## config.mk

```make
export PLATFORM = sky130hd
export DESIGN_NAME = ics_i2c_adc_cmd_seq
export DESIGN_NICKNAME = d
export VERILOG_FILES = /design/src/hw/ics_i2c_adc_cmd_seq.v
export VERILOG_INCLUDE_DIRS = /design/src /design/src/hw
export SDC_FILE = /design/constraint.sdc
export NUM_CORES = 1
export LEC_CHECK = 0
export ABC_AREA = 1
export BUFFER_PORTS_ARGS = -buffer_cell sky130_fd_sc_hd__buf_4
export CORE_MARGIN = 1.5
export CORE_UTILIZATION = 45
export DETAILED_ROUTE_END_ITERATION = 12
export GPL_TIMING_DRIVEN = 1
export SETUP_SLACK_MARGIN = 0.02
export SYNTH_ARGS = -nofsm -noshare
export SYNTH_HDL_FRONTEND = slang
export SYNTH_SLANG_ARGS = --single-unit
```

## constraint.sdc

```tcl
create_clock -name CORE_CLK_IN -period 3 [get_ports CORE_CLK_IN]
set_input_delay 0.15 -clock CORE_CLK_IN [delete_from_list [all_inputs] [get_ports CORE_CLK_IN]]
set_output_delay 0.15 -clock CORE_CLK_IN [all_outputs]
set_load 0.1 [all_outputs]
```

## src/hw/ics_consts.vh

```
/*
 Constants for the I2C converter command sequencer: command codes, configuration
 field positions, reset values and address layout. Definitions only.
*/
`ifndef ICS_CONSTS_VH
`define ICS_CONSTS_VH

// Command bytes
`define ICS_CMD_RESET        8'h06
`define ICS_CMD_START        8'h08
`define ICS_CMD_SLEEP        8'h02
`define ICS_CMD_READ_DATA    8'h10
// Upper nibble of register read and write commands, register index in bits 3:2
`define ICS_CMD_REGRD_NIB    4'h2
`define ICS_CMD_REGWR_NIB    4'h4
`define ICS_REG_IDX_CFG      2'h0
`define ICS_REG_IDX_STATUS   2'h1

// Configuration register fields
`define ICS_CFG_RESET        8'h00
`define ICS_CFG_SEL_HI       7
`define ICS_CFG_SEL_LO       5
`define ICS_CFG_GAIN         4
`define ICS_CFG_RATE_HI      3
`define ICS_CFG_RATE_LO      2
`define ICS_CFG_MODE         1
`define ICS_CFG_VREF         0
`define ICS_SEL_SHORTED      3'b111

// Status register: ready flag position
`define ICS_STAT_READY       7

// Target address: fixed upper bits, then two 2-bit strap codes
`define ICS_ADDR_BASE        3'b100

// Internal reference in millivolts
`define ICS_INT_REF_MV       16'd2048

`endif

```

## src/hw/ics_i2c_adc_cmd_seq.v

```verilog
/*
 I2C target and command interpreter of a 16-bit converter: address from two
 four-level straps, command decode, configuration and status registers, result
 hand-out and open-drain ready output.
 Assumes the converter core hands in SAMPLE_IN with a one-cycle SAMPLE_VALID_IN
 on CORE_CLK_IN while CONVERTING_OUT is high; SCL and SDA come from the bus.
*/
`timescale 1ns/1ps
`include "ics_consts.vh"

module ics_i2c_adc_cmd_seq #(
  parameter [15:0] EXT_REF_MV = 16'd2500
) (
  input  wire        CORE_CLK_IN,
  input  wire        RST_IN,
  input  wire        SCL_IN,
  input  wire        SDA_IN,
  input  wire [1:0]  ADDR_STRAP_PIN_LO_IN,
  input  wire [1:0]  ADDR_STRAP_PIN_HI_IN,
  input  wire [15:0] SAMPLE_IN,
  input  wire        SAMPLE_VALID_IN,
  output wire        SDA_OUT,
  output wire        SDA_OE_N_OUT,
  output wire        RESULT_READY_N_OUT,
  output wire        RESULT_READY_N_OE_N_OUT,
  output wire        CONVERTING_OUT,
  output wire        POWERED_DOWN_OUT,
  output wire [7:0]  CONFIG_OUT,
  output wire        INPUTS_SHORTED_OUT,
  output wire [15:0] FULL_SCALE_MV_OUT,
  output wire [6:0]  TARGET_ADDR_OUT
);

  localparam [1:0] ST_IDLE = 2'd0;
  localparam [1:0] ST_RX   = 2'd1;
  localparam [1:0] ST_TX   = 2'd2;
  localparam [1:0] ST_HOLD = 2'd3;

  reg        scl_s1;
  reg        scl_s2;
  reg        scl_d;
  reg        sda_s1;
  reg        sda_s2;
  reg        sda_d;
  reg [1:0]  strap_lo_s1;
  reg [1:0]  strap_lo_s2;
  reg [1:0]  strap_hi_s1;
  reg [1:0]  strap_hi_s2;
  reg [1:0]  strap_wait;
  reg [6:0]  target_addr;
  reg [1:0]  state;
  reg [3:0]  bitcnt;
  reg        ack_phase;
  reg        addr_phase;
  reg        load_pending;
  reg [1:0]  load_idx;
  reg [7:0]  rx_shift;
  reg [7:0]  tx_shift;
  reg [15:0] tx_buf;
  reg        tx_second;
  reg        sda_oe_n;
  reg [7:0]  config_reg;
  reg [15:0] result;
  reg        ready_flag;
  reg        ready_oe_n;
  reg        converting;
  reg        powered_down;
  reg        shorted;
  reg [15:0] full_scale;

  wire scl_rise   = scl_s2 & ~scl_d;
  wire scl_fall   = ~scl_s2 & scl_d;
  wire bus_start  = scl_s2 & scl_d & sda_d & ~sda_s2;
  wire bus_stop   = scl_s2 & scl_d & ~sda_d & sda_s2;
  wire new_sample = SAMPLE_VALID_IN & converting;
  wire [7:0] status_byte = {ready_flag, 7'h00};
  wire [15:0] ref_mv = config_reg[`ICS_CFG_VREF] ? EXT_REF_MV : `ICS_INT_REF_MV;

  // no clock drive
  // SCL is an input only; the data line is open-drain, pulled low or released.
  assign SDA_OUT                 = 1'b0;
  assign SDA_OE_N_OUT            = sda_oe_n;
  assign RESULT_READY_N_OUT      = 1'b0;
  assign RESULT_READY_N_OE_N_OUT = ready_oe_n;
  assign CONVERTING_OUT          = converting;
  assign POWERED_DOWN_OUT        = powered_down;
  assign CONFIG_OUT              = config_reg;
  assign INPUTS_SHORTED_OUT      = shorted;
  assign FULL_SCALE_MV_OUT       = full_scale;
  assign TARGET_ADDR_OUT         = target_addr;

  always @(posedge CORE_CLK_IN or posedge RST_IN) begin
    if (RST_IN) begin
      scl_s1       <= 1'b1;
      scl_s2       <= 1'b1;
      scl_d        <= 1'b1;
      sda_s1       <= 1'b1;
      sda_s2       <= 1'b1;
      sda_d        <= 1'b1;
      strap_lo_s1  <= 2'h0;
      strap_lo_s2  <= 2'h0;
      strap_hi_s1  <= 2'h0;
      strap_hi_s2  <= 2'h0;
      strap_wait   <= 2'h0;
      target_addr  <= 7'h00;
      state        <= ST_IDLE;
      bitcnt       <= 4'h0;
      ack_phase    <= 1'b0;
      addr_phase   <= 1'b0;
      load_pending <= 1'b0;
      load_idx     <= 2'h0;
      rx_shift     <= 8'h00;
      tx_shift     <= 8'h00;
      tx_buf       <= 16'h0000;
      tx_second    <= 1'b0;
      sda_oe_n     <= 1'b1;
      config_reg   <= `ICS_CFG_RESET;
      result       <= 16'h0000;
      ready_flag   <= 1'b0;
      ready_oe_n   <= 1'b1;
      converting   <= 1'b0;
      powered_down <= 1'b0;
      shorted      <= 1'b0;
      full_scale   <= `ICS_INT_REF_MV;
    end else begin
      scl_s1      <= SCL_IN;
      scl_s2      <= scl_s1;
      scl_d       <= scl_s2;
      sda_s1      <= SDA_IN;
      sda_s2      <= sda_s1;
      sda_d       <= sda_s2;
      strap_lo_s1 <= ADDR_STRAP_PIN_LO_IN;
      strap_lo_s2 <= strap_lo_s1;
      strap_hi_s1 <= ADDR_STRAP_PIN_HI_IN;
      strap_hi_s2 <= strap_hi_s1;

      // strap address latch
      // Straps are caught once the synchroniser has filled, never while in reset.
      if (strap_wait != 2'h3) begin
        strap_wait <= strap_wait + 2'h1;
        if (strap_wait == 2'h2) begin
          target_addr <= {`ICS_ADDR_BASE, strap_hi_s2, strap_lo_s2};
        end
      end

      shorted <= (config_reg[`ICS_CFG_SEL_HI:`ICS_CFG_SEL_LO] == `ICS_SEL_SHORTED);
      full_scale <= config_reg[`ICS_CFG_GAIN] ? {2'b00, ref_mv[15:2]} : ref_mv;

      if (new_sample) begin
        result     <= SAMPLE_IN;
        ready_flag <= 1'b1;
        ready_oe_n <= 1'b0;
        if (!config_reg[`ICS_CFG_MODE]) begin
          converting <= 1'b0;
        end
      end

      if (bus_start) begin
        state      <= ST_RX;
        addr_phase <= 1'b1;
        bitcnt     <= 4'h0;
        ack_phase  <= 1'b0;
        sda_oe_n   <= 1'b1;
      end else if (bus_stop) begin
        state        <= ST_IDLE;
        ack_phase    <= 1'b0;
        load_pending <= 1'b0;
        sda_oe_n     <= 1'b1;
      end else if (scl_rise) begin
        if (state == ST_RX && bitcnt != 4'h8) begin
          rx_shift <= {rx_shift[6:0], sda_s2};
          bitcnt   <= bitcnt + 4'h1;
        end else if (state == ST_TX && !ack_phase && bitcnt != 4'h8) begin
          bitcnt <= bitcnt + 4'h1;
        end else if (state == ST_TX && ack_phase && sda_s2) begin
          // Host refused the byte: stay off the bus until stop or restart
          state <= ST_HOLD;
        end
      end else if (scl_fall) begin
        if (state == ST_RX && bitcnt == 4'h8 && !ack_phase) begin
          ack_phase <= 1'b1;
          if (addr_phase && rx_shift[7:1] != target_addr) begin
            state <= ST_HOLD;
          end else begin
            sda_oe_n <= 1'b0;
          end
        end else if (state == ST_RX && ack_phase) begin
          ack_phase <= 1'b0;
          bitcnt    <= 4'h0;
          sda_oe_n  <= 1'b1;
          if (addr_phase) begin
            addr_phase <= 1'b0;
            if (rx_shift[0]) begin
              state     <= ST_TX;
              tx_shift  <= tx_buf[15:8];
              tx_second <= 1'b1;
              sda_oe_n  <= tx_buf[15];
            end
          end else if (load_pending) begin
            load_pending <= 1'b0;
            if (load_idx == `ICS_REG_IDX_CFG) begin
              config_reg <= rx_shift;
            end
          end else if (rx_shift == `ICS_CMD_RESET) begin
            config_reg   <= `ICS_CFG_RESET;
            result       <= 16'h0000;
            ready_flag   <= 1'b0;
            ready_oe_n   <= 1'b1;
            converting   <= 1'b0;
            powered_down <= 1'b0;
            tx_buf       <= 16'h0000;
          end else if (rx_shift == `ICS_CMD_START) begin
            converting   <= 1'b1;
            powered_down <= 1'b0;
          end else if (rx_shift == `ICS_CMD_SLEEP) begin
            converting   <= 1'b0;
            powered_down <= 1'b1;
          end else if (rx_shift == `ICS_CMD_READ_DATA) begin
            // flag cleared unless a result lands now
            tx_buf     <= result;
            ready_flag <= new_sample;
            ready_oe_n <= ~new_sample;
          end else if (rx_shift[7:4] == `ICS_CMD_REGRD_NIB) begin
            tx_buf <= {(rx_shift[3:2] == `ICS_REG_IDX_STATUS) ? status_byte :
                       (rx_shift[3:2] == `ICS_REG_IDX_CFG) ? config_reg : 8'h00, 8'h00};
          end else if (rx_shift[7:4] == `ICS_CMD_REGWR_NIB) begin
            load_pending <= 1'b1;
            load_idx     <= rx_shift[3:2];
          end
        end else if (state == ST_TX && !ack_phase && bitcnt == 4'h8) begin
          // Release the line so the host can answer
          sda_oe_n  <= 1'b1;
          ack_phase <= 1'b1;
        end else if (state == ST_TX && !ack_phase && bitcnt != 4'h0) begin
          tx_shift <= {tx_shift[6:0], 1'b0};
          sda_oe_n <= tx_shift[6];
        end else if (state == ST_TX && ack_phase) begin
          ack_phase <= 1'b0;
          bitcnt    <= 4'h0;
          tx_second <= 1'b0;
          tx_shift  <= tx_second ? tx_buf[7:0] : 8'h00;
          sda_oe_n  <= tx_second ? tx_buf[7] : 1'b1;
        end
      end
    end
  end

endmodule
```

==> results of run 1 <==
-- layer usage --
metal | vias up | GRT usage
met5 | - | 0
li1 | 1985 | -
met2 | 80 | 0.3088
met1 | 1875 | 0.2845
met3 | 17 | 0.03617
met4 | 0 | 0.09586
-- cells by family (layout without fill, tap and decap cells) --
kind of cell,after synthesis,after routing,share of synthesized area
AND/OR/NAND/NOR,264,264,0.2479
buffers and inverters,114,160,0.1037
AO/OA/AOI/OAI,113,113,0.1262
flip-flops,99,99,0.5020
adder cells (fa/ha/maj),7,7,0.01767
other,1,11,0.0007565
XOR/XNOR,1,1,0.001767
-- final timing paths --
check / startpoint / to / slack [ns] / depth (start not counted)
worst max-delay path: scl_d$_DFF_PP1_ / tx_buf[3]$_DFFE_PP0P_ / 0.66 / 12
worst min-delay path: SAMPLE_IN[2] / result[2]$_DFF_PP0_ / 0.04 / 3
worst max register to register: scl_d$_DFF_PP1_ / tx_buf[3]$_DFFE_PP0P_ / 0.66 / 12
worst min register to register: strap_lo_s1[1]$_DFF_PP0_ / strap_lo_s2[1]$_DFF_PP0_ / 0.36 / 0
max in group asynchronous: RST_IN / scl_d$_DFF_PP1_ / 1.70 / 4
min in group asynchronous: RST_IN / result[10]$_DFF_PP0_ / 0.42 / 3
-- cells in the mapped netlist, types with 8 or more instances --
cell type	count
clkbuf_1	8
nand2_1	147
nor2_1	41
nand3_1	20
nor3_1	10
inv_1	71
nand4_1	11
dfrtp_1	90
inv_2	11
o21ai_2	8
buf_4	18
dfstp_2	9
nor2_2	11
o21ai_0	79
-- power by group --
part,internal [mW],switching (mW),total (mW)
combinational,0.226,0.543,0.769
sequential,1.50,0.127,1.63
clock,0.468,0.472,0.940
-- sequential cells by signal, indices dropped and copies added (netlist names), 2 cells and up --
register,cells
TARGET_ADDR_OUT,5
strap_wait,2
FULL_SCALE_MV_OUT,5
tx_shift,7
tx_buf,16
load_idx,2
strap_hi_s1,2
result,16
strap_lo_s1,2
strap_hi_s2,2
rx_shift,8
bitcnt,4
CONFIG_OUT,8
strap_lo_s2,2
state,2
-- per-stage QoR --
stage               instances    util
floorplan                 609       -
global placement          772  0.4984
detailed placement        772  0.4984
CTS                       795  0.5248
global route              795  0.5248
finish                    795  0.5248
-- timing repair --
action                                 4_1_cts  5_1_grt
hold buffers                                 7        0
endpoints found under the hold margin       57        0
buffers inserted                             0        0
-- worst register-to-register path: stages, from the launching register on --
cell	delay [ns]
dfstp_2	0.56
inv_1	0.05
ha_1	0.32
inv_1	0.16
nand2_1	0.10
nor2_2	0.14
nand2_1	0.10
inv_1	0.09
nand2_1	0.08
inv_2	0.29
o21ai_0	0.19
o21ai_0	0.12
inv_1	0.06
-- layout make-up --
cell class                      count  area [sq um]
Clock buffer                        9         123.9
Clock inverter                      7         91.34
Fill cell                        1005          5129
Inverter                           82         310.3
Multi-Input combinational cell    396          1992
Sequential cell                    99          2489
Tap cell                          140         175.2
Timing Repair Buffer               62         483.0
==> flow_metrics.env, run 1 <==
export IMPL_diodes=0
export IMPL_syn2layout_area_growth_pct=14.26
export IMPL_wl_met3_um=374
export IMPL_relSlewSlack=0.5560
export IMPL_critPathSlowestCell="dfstp_2"
export IMPL_layout_min_cycle_time_ns=2.342
export IMPL_die_y_um=108.0
export IMPL_critical_path_class="flip-flop to flip-flop"
export IMPL_grt_ovfl_total=0
export IMPL_max_freq_ghz=0.4270
export IMPL_finalWeightedCongestion=0.8862
export IMPL_finalWirelength_um=10700
export IMPL_crit_top_cell="inv_1"
export IMPL_numPortBuffers=51
export IMPL_clockBufferDepth=2
export IMPL_synth_edf_count=0
export IMPL_clkSlewWorstSetupHoldPaths_ns=0.09
export IMPL_required_ns=3.27
export IMPL_path_buf_inv=5
export IMPL_numCtsBuffers=9
export IMPL_crit_arrival_ns=2.61
export IMPL_grt_max_degree=56
export IMPL_status="completed"
export IMPL_cts_tree="yes"
export IMPL_antenna_found_initial=0
export IMPL_worstPathCellList="inv_1 -> ha_1 -> inv_1 -> nand2_1 -> nor2_2 -> nand2_1 -> inv_1 -> nand2_1 -> inv_2 -> o21ai_0 -> o21ai_0 -> inv_1"
export IMPL_drc=0
export IMPL_core_sq_mm=0.01079
export IMPL_clk_latency_ns=0.38
export IMPL_cpLargestDelayFamily="buffers and inverters"
export IMPL_num_vias=3957
export IMPL_yosys_area_top_type_share=0.4543
export IMPL_drive_above_1_share=0.2092
export IMPL_yosysSeqAreaShare=0.5020
export IMPL_cp_max_fo=31
export IMPL_nNetsFinal=682
export IMPL_synthCells=599
export IMPL_io_pins=63
export IMPL_m1WireLength_um=5214
export IMPL_critPathMaxStageDelay_ns=0.56
export IMPL_rsz0062_at_grt="no"
export IMPL_slew_viol_final=0
export IMPL_top_layer="met4"
export IMPL_vdd_drop_max_mv=0.3785
export IMPL_placed_area_sq_mm=0.005379
export IMPL_end_kind="flip-flop"
export IMPL_synthFlopType="dfrtp_1"
export IMPL_vias_per_cell=4.977
export IMPL_min_path_type="input pin to flip-flop"
export IMPL_cts_sink_count=99
export IMPL_ys_ff_latch=99
export IMPL_first_pass_iters=4
export IMPL_synthTopCellsByArea="dfrtp_1, nand2_1, o21ai_0"
export IMPL_antenna_left=0
export IMPL_worst_slew_pin_slew_ns=0.6659
export IMPL_syn_area_sq_mm=0.004957
export IMPL_p_per_area_mw_per_mm2=589.2
export IMPL_cts_max_level=3
export IMPL_track_usage=0.2038
export IMPL_fin_tns_setup_ns=0
export IMPL_start_kind="flip-flop"
export IMPL_cts_root_buf="clkbuf_8"
export IMPL_wl_met2_um=4859
export IMPL_p_leak_nw=2.906
export IMPL_holdWs_ns=0.04229
export IMPL_final_area_sq_mm=0.005664
export IMPL_final_common_cell="nand2_1"
export IMPL_final_cell_mix="nand2_1, dfrtp_1, o21ai_0, inv_1, buf_4"
export IMPL_async_flop_share=1.000
export IMPL_wl_per_cell_um=13.46
export IMPL_initial_core_util=0.4593
export IMPL_fin_skew_ns=0.006711
export IMPL_drt_iter0_markers=169
export IMPL_grt_pass1_wl_um=18380
export IMPL_setup_viol=0
export IMPL_max_cap_violations=0
export IMPL_finalPower_mw=3.337
export IMPL_cts_resized=0
export IMPL_die_w_um=108.0
export IMPL_yosysWarnings=0
export IMPL_yosysUniqueCellTypes=40
export IMPL_dieArea_sq_mm=0.01165
export IMPL_dp_slack_ns=0.6921
export IMPL_hpwl_um=7767
export IMPL_rows=38
export IMPL_grt_pass1_vias=3833
export IMPL_hold_viol=0
export IMPL_synth_top_area_cell="dfrtp_1"
export IMPL_avgSynthCellArea_sq_um=8.276
export IMPL_final_min_period_over_clock_period=0.7806
export IMPL_worst_slack_ns=0.6583
(Power assumes the default switching activity.)
==> run 2, diff against run 1 <==
PLACE_DENSITY = 0.67   (was not set)
clock period = 2 ns   (was 3 ns; I/O delays follow)
==> run 2 against run 1 <==
  * Setup slack got worse by 0.60 ns
  * Wire length grew 0.51%
  * Global-route usage decreased by 0.78 points
  * Clock skew barely moved
  * Critical path depth fell by 1
  * Sequential share of layout area decreased by 1.8 points
==> flow_metrics.env, run 2 (same netlist as run 1, synthesis figures left out) <==
export IMPL_final_area_sq_mm=0.005909
export IMPL_antenna_left=0
export IMPL_hpwl_um=7535
export IMPL_met1_usage=0.2745
export IMPL_critPathMaxStageDelay_ns=0.58
export IMPL_clk_latency_ns=0.38
export IMPL_use_met2=0.3061
export IMPL_final_min_period_over_clock_period=0.9697
export IMPL_crit_start="scl_d$_DFF_PP1_"
export IMPL_layout_min_cycle_time_ns=1.939
export IMPL_final_common_cell="nand2_1"
export IMPL_finalWeightedCongestion=0.8709
export IMPL_worst_slack_ns=0.06069
export IMPL_critPathSlowestCell="dfstp_2"
export IMPL_diodes=0
export IMPL_crit_arrival_ns=2.22
export IMPL_hp_start="SAMPLE_IN[10]"
export IMPL_fin_tns_setup_ns=0
export IMPL_p_per_area_mw_per_mm2=825.0
export IMPL_cts_tree="yes"
export IMPL_dp_slack_ns=-0.04525
export IMPL_max_freq_ghz=0.5156
export IMPL_status="completed"
export IMPL_rr_worst_depth=11
export IMPL_max_cap_violations=0
export IMPL_vias_per_cell=4.909
export IMPL_utilization=0.5475
export IMPL_worstHoldEndpoint="result[10]$_DFF_PP0_"
export IMPL_clockBufferDepth=2
export IMPL_rr_startpoint="scl_d$_DFF_PP1_"
export IMPL_grt_max_degree=100
export IMPL_vdd_drop_max_mv=0.5405
export IMPL_p_leak_nw=3.005
export IMPL_rr_endpoint="result[14]$_DFF_PP0_"
export IMPL_finalWirelength_um=10750
export IMPL_fin_skew_ns=0.006581
export IMPL_core_sq_mm=0.01079
export IMPL_first_pass_iters=4
export IMPL_worstHoldPathCells=3
export IMPL_slew_viol_final=0
export IMPL_critical_path_class="flip-flop to flip-flop"
export IMPL_wl_per_cell_um=13.21
export IMPL_holdWs_ns=0.007529
export IMPL_min_path_type="input pin to flip-flop"
export IMPL_relSlewSlack=0.6596
export IMPL_busiest_layer="met2"
export IMPL_num_vias=3996
export IMPL_setup_viol=0
export IMPL_track_usage=0.1960
export IMPL_die_y_um=108.0
export IMPL_r2r_setup_slack_ns=0.06
export IMPL_antenna_found_initial=0
export IMPL_grt_pass1_wl_um=17810
export IMPL_start_kind="flip-flop"
export IMPL_grt_pass1_vias=3773
export IMPL_grt_ovfl_total=0
export IMPL_cts_max_level=3
export IMPL_end_kind="flip-flop"
export IMPL_worstPathCellList="inv_2 -> ha_4 -> inv_4 -> nand2_4 -> nor2_4 -> nand2_4 -> inv_4 -> nand2_4 -> nor3_4 -> clkbuf_16 -> nor3_2"
export IMPL_syn2layout_area_growth_pct=19.21
export IMPL_cp_max_fo=8
export IMPL_drt_iter0_markers=253
export IMPL_die_w_um=108.0
export IMPL_clkSlewWorstSetupHoldPaths_ns=0.10
export IMPL_crit_top_cell="nand2_4"
export IMPL_drc=0
export IMPL_dieArea_sq_mm=0.01165
export IMPL_numPortBuffers=51
export IMPL_nNetsFinal=701
export IMPL_top_regs="result x16, tx_buf x16"
export IMPL_hold_viol=0
export IMPL_grtUsageMet3=0.02592
export IMPL_initial_core_util=0.4593
export IMPL_placed_area_sq_mm=0.005485
export IMPL_rows=38
export IMPL_final_cell_mix="nand2_1, dfrtp_1, o21ai_0, inv_1, buf_4"
export IMPL_drive_above_1_share=0.2418
export IMPL_required_ns=2.28
export IMPL_numCtsBuffers=9
export IMPL_worst_slew_pin_slew_ns=0.5107
export IMPL_io_pins=63
export IMPL_rsz0062_at_grt="yes"
export IMPL_cts_sink_count=99
export IMPL_cts_root_buf="clkbuf_8"
run 2: worst max-delay path, delay by kind of cell (launching register included):
| family | cells | cell delay, ns |
|---|---|---|
| flops | 1 | 0.58 |
| simple gates | 6 | 0.69 |
| buf+inv | 4 | 0.40 |
| fa+ha+maj | 1 | 0.16 |
run 2: worst max path at each step:
stage	endpoint
3_3_place_gp	tx_buf[3]$_DFFE_PP0P_
3_5_place_dp	tx_buf[5]$_DFFE_PP0P_
4_1_cts	tx_buf[5]$_DFFE_PP0P_
2_1_floorplan	ready_flag$_DFF_PP0_
5_1_grt	result[4]$_DFF_PP0_
6_report	result[14]$_DFF_PP0_
run 2: final cells by class:
cell class              count  area [sq um]
fillers                  1009          4883
flip-flops and latches     99          2489
multi-input cells         396          2049
repair buffers             80         681.9
inverters                  82         321.6
well taps                 140         175.2
clock buffers               9         123.9
clock inverters             7         60.06
repair inverters            1         8.758
run 2: metrics by stage:
step | power [mW] | instances
2_1_floorplan | 3.362 | 609
3_3_place_gp | 3.626 | 781
3_5_place_dp | 3.648 | 781
4_1_cts | 4.887 | 806
5_1_grt | 5.175 | 814
6_report | 4.876 | 814
run 2: metal layers:
layer / vias to the layer above / routed length (um)
li1: 2025 / -
met3: 16 / 328
met4: 0 / 194
met1: 1879 / 5307
met5: - / 0
met2: 76 / 4922
run 2: what timing repair did:
item / 4_1_cts / 5_1_grt
endpoints found under the setup margin: 15 / 39
hold endpoints to repair: 98 / 0
resized for setup: 1 / 25
pin swaps: 0 / 4
gates cloned: 0 / 2
hold buffers: 9 / 0
setup buffers: 0 / 6
run 2: power by group:
part	switching (mW)	internal, mW
sequential	0.195	2.25
combinational	0.816	0.384
clock	0.761	0.469
total	1.77	3.10
==> run 3, diff against run 2 <==
ABC_AREA = not set   (was 1)
GPL_ROUTABILITY_DRIVEN = 0   (was not set)
==> run 3 against run 2 <==
  * The flow now finishes with violations (negative setup slack)
  * Critical path depth fell by 3
  * Count of clock-buffer cells in the layout rose by 4
  * Clock power rose by 3%
  * Final area rose by 3.2%
  * Combinational power fell by 21%
  * Total power fell by 10%
  * Largest power group unchanged
==> flow_metrics.env, run 3 <==
export IMPL_status="complete, but fails checks"
export IMPL_failed_checks="negative setup slack"
export IMPL_drt_iter0_markers=233
export IMPL_synthTopCellsByArea="dfrtp_1, nand2_1, dfstp_2"
export IMPL_crit_start="scl_d$_DFF_PP1_"
export IMPL_num_vias=3700
export IMPL_min_path_type="input pin to flip-flop"
export IMPL_max_freq_ghz=0.4742
export IMPL_setup_viol=37
export IMPL_avgSynthCellArea_sq_um=10.39
export IMPL_slew_viol_final=0
export IMPL_ys_top_cells_by_count="dfrtp_1, nand2_1, a21oi_1"
export IMPL_dieArea_sq_mm=0.01113
export IMPL_syn2layout_area_growth_pct=28.94
export IMPL_cts_sink_count=99
export IMPL_top_layer="met4"
export IMPL_rsz0062_at_grt="yes"
export IMPL_wl_met2_um=5178
export IMPL_layout_min_cycle_time_ns=2.109
export IMPL_worst_slew_pin_slew_ns=0.5928
export IMPL_grt_ovfl_total=0
export IMPL_cp_max_fo=10
export IMPL_nNetsFinal=590
export IMPL_start_kind="flip-flop"
export IMPL_drive_above_1_share=0.3167
export IMPL_synth_top_area_cell="dfrtp_1"
export IMPL_core_sq_mm=0.01028
export IMPL_final_common_cell="buf_4"
export IMPL_clk_latency_ns=0.37
export IMPL_worst_slack_ns=-0.1088
export IMPL_wl_met3_um=474
export IMPL_cts_tree="yes"
export IMPL_vias_per_cell=5.301
export IMPL_finalWirelength_um=10860
export IMPL_yosys_area_top_type_share=0.4762
export IMPL_hpwl_um=7515
export IMPL_finalPower_mw=4.380
export IMPL_yosysSeqAreaShare=0.5262
export IMPL_yosysWarnings=0
export IMPL_rr_startpoint="scl_d$_DFF_PP1_"
export IMPL_end_kind="flip-flop"
export IMPL_synthCells=455
export IMPL_track_usage=0.2103
export IMPL_top_regs="result x16, tx_buf x16"
export IMPL_grt_pass1_vias=3765
export IMPL_numCtsBuffers=9
export IMPL_final_cell_mix="buf_4, dfrtp_1, nand2_1, a21oi_1, dlygate4sd3_1"
export IMPL_io_pins=63
export IMPL_hold_viol=0
export IMPL_p_leak_nw=2.826
export IMPL_diodes=0
export IMPL_finalNonFillerCells=698
export IMPL_rr_worst_depth=8
export IMPL_fin_skew_ns=0.006259
export IMPL_rr_endpoint="result[10]$_DFF_PP0_"
export IMPL_die_w_um=105.5
export IMPL_max_cap_violations=0
export IMPL_fin_tns_setup_ns=-2.182
export IMPL_async_flop_share=1.000
export IMPL_dp_cells=653
export IMPL_critical_path_class="flip-flop to flip-flop"
export IMPL_relSlewSlack=0.5993
export IMPL_ys_ff_latch=99
export IMPL_grt_pass1_wl_um=18420
export IMPL_drc=0
export IMPL_antenna_found_initial=0
export IMPL_syn_area_sq_mm=0.004730
export IMPL_p_per_area_mw_per_mm2=718.2
export IMPL_synth_most_common_cell="dfrtp_1"
export IMPL_cts_max_level=3
export IMPL_first_pass_iters=4
export IMPL_vdd_drop_max_mv=0.5315
export IMPL_antenna_left=0
export IMPL_hp_start="SAMPLE_VALID_IN"
export IMPL_cts_root_buf="clkbuf_8"
export IMPL_initial_core_util=0.4602
export IMPL_final_min_period_over_clock_period=1.054
export IMPL_numPortBuffers=51
export IMPL_rows=37
export IMPL_grt_max_degree=56
export IMPL_synthFlopType="dfrtp_1"
export IMPL_clockBufferDepth=2
export IMPL_wl_per_cell_um=15.56
export IMPL_die_y_um=105.5
export IMPL_m1WireLength_um=4983
export IMPL_required_ns=2.25
export IMPL_yosysUniqueCellTypes=56
export IMPL_synth_edf_count=0
export IMPL_r2r_setup_slack_ns=-0.11
export IMPL_crit_arrival_ns=2.36
export IMPL_clkSlewWorstSetupHoldPaths_ns=0.09
export IMPL_crit_path_end="result[10]$_DFF_PP0_"
run 3: cell count changes in the layout (fill, tap and decap cells not counted), moves of 9 or more:
cell / change
inv_1: -57
nor2_2: -12
mux2_2: +19
nor2_1: -27
o21ai_0: -61
a22o_1: +9
and2_1: +11
inv_2: -10
nand3_1: -12
dlygate4sd3_1: +14
mux2i_1: +13
nand2_1: -74
a21oi_1: +22
buf_4: +23
run 3: stage by stage:
step	worst slack, ns	utilization	cell area [sq um]	hold WS, ns
2_1_floorplan	-0.1490	-	4802	0.1045
3_3_place_gp	-0.09236	0.5304	5451	0.1531
3_5_place_dp	-0.1900	0.5304	5451	0.1565
4_1_cts	-0.1117	0.5828	5989	0.1115
5_1_grt	-0.1896	0.5934	6098	0.1237
6_report	-0.1088	0.5934	6098	0.1090
run 3: timing repair:
action,4_1_cts,5_1_grt
pin swaps,14,3
hold buffers,23,0
gates resized for setup,27,19
endpoints found under the hold margin,42,0
endpoints found under the setup margin,52,57
setup buffers,4,3
run 3: worst min-delay path by stage:
stage / end / slack, ns / depth (start not counted)
after floorplan: scl_s1$_DFF_PP1_ / 0.10 / 0
after CTS: CONVERTING_OUT$_DFF_PP0_ / 0.11 / 4
after global routing: CONVERTING_OUT$_DFF_PP0_ / 0.12 / 4
after global placement: rx_shift[2]$_DFFE_PP0P_ / 0.15 / 2
after detailed placement: rx_shift[1]$_DFFE_PP0P_ / 0.16 / 2
final: CONVERTING_OUT$_DFF_PP0_ / 0.11 / 4
run 3: cell type report:
class	count	area, sq um
Clock inverter	2	38.79
Inverter	12	48.80
Tap cell	136	170.2
Multi-Input combinational cell	316	2191
Timing Repair Buffer	120	1006
Clock buffer	13	148.9
Sequential cell	99	2495
Fill cell	847	4179
run 3: kinds of logic (layout without fill, tap and decap cells):
| group | count (synthesis) | count (layout) | share of synthesized area |
|---|---|---|---|
| xor gates and xnor gates | 8 | 8 | 0.01482 |
| buffers and inverters | 50 | 147 | 0.05370 |
| other | 1 | 11 | 0.0007929 |
| AOI/OAI and AO/OA | 105 | 105 | 0.1431 |
| adders and majority gates | 7 | 7 | 0.01852 |
| muxes | 33 | 33 | 0.07487 |
| DFF | 99 | 99 | 0.5262 |
| and+or+nand+nor | 152 | 152 | 0.1680 |
run 3: where the power goes:
group	internal, mW	switching (mW)
registers	2.09	0.0796
clock network	0.611	0.656
logic	0.354	0.593
total	3.05	1.33
run 3: critical path, stage by stage (launching register included):
cell     delay (ns)
dfstp_2        0.56
inv_2          0.05
ha_4           0.15
or3b_4         0.40
nor3_4         0.16
nand2_2        0.11
nor4b_4        0.32
buf_6          0.19
a21oi_1        0.06
run 3: per-layer routing:
layer  up-vias  global-route usage
li1       1784                   -
met4         0             0.08591
met1      1798              0.2799
met5         -                   0
met2       100              0.3413
met3        18             0.03834
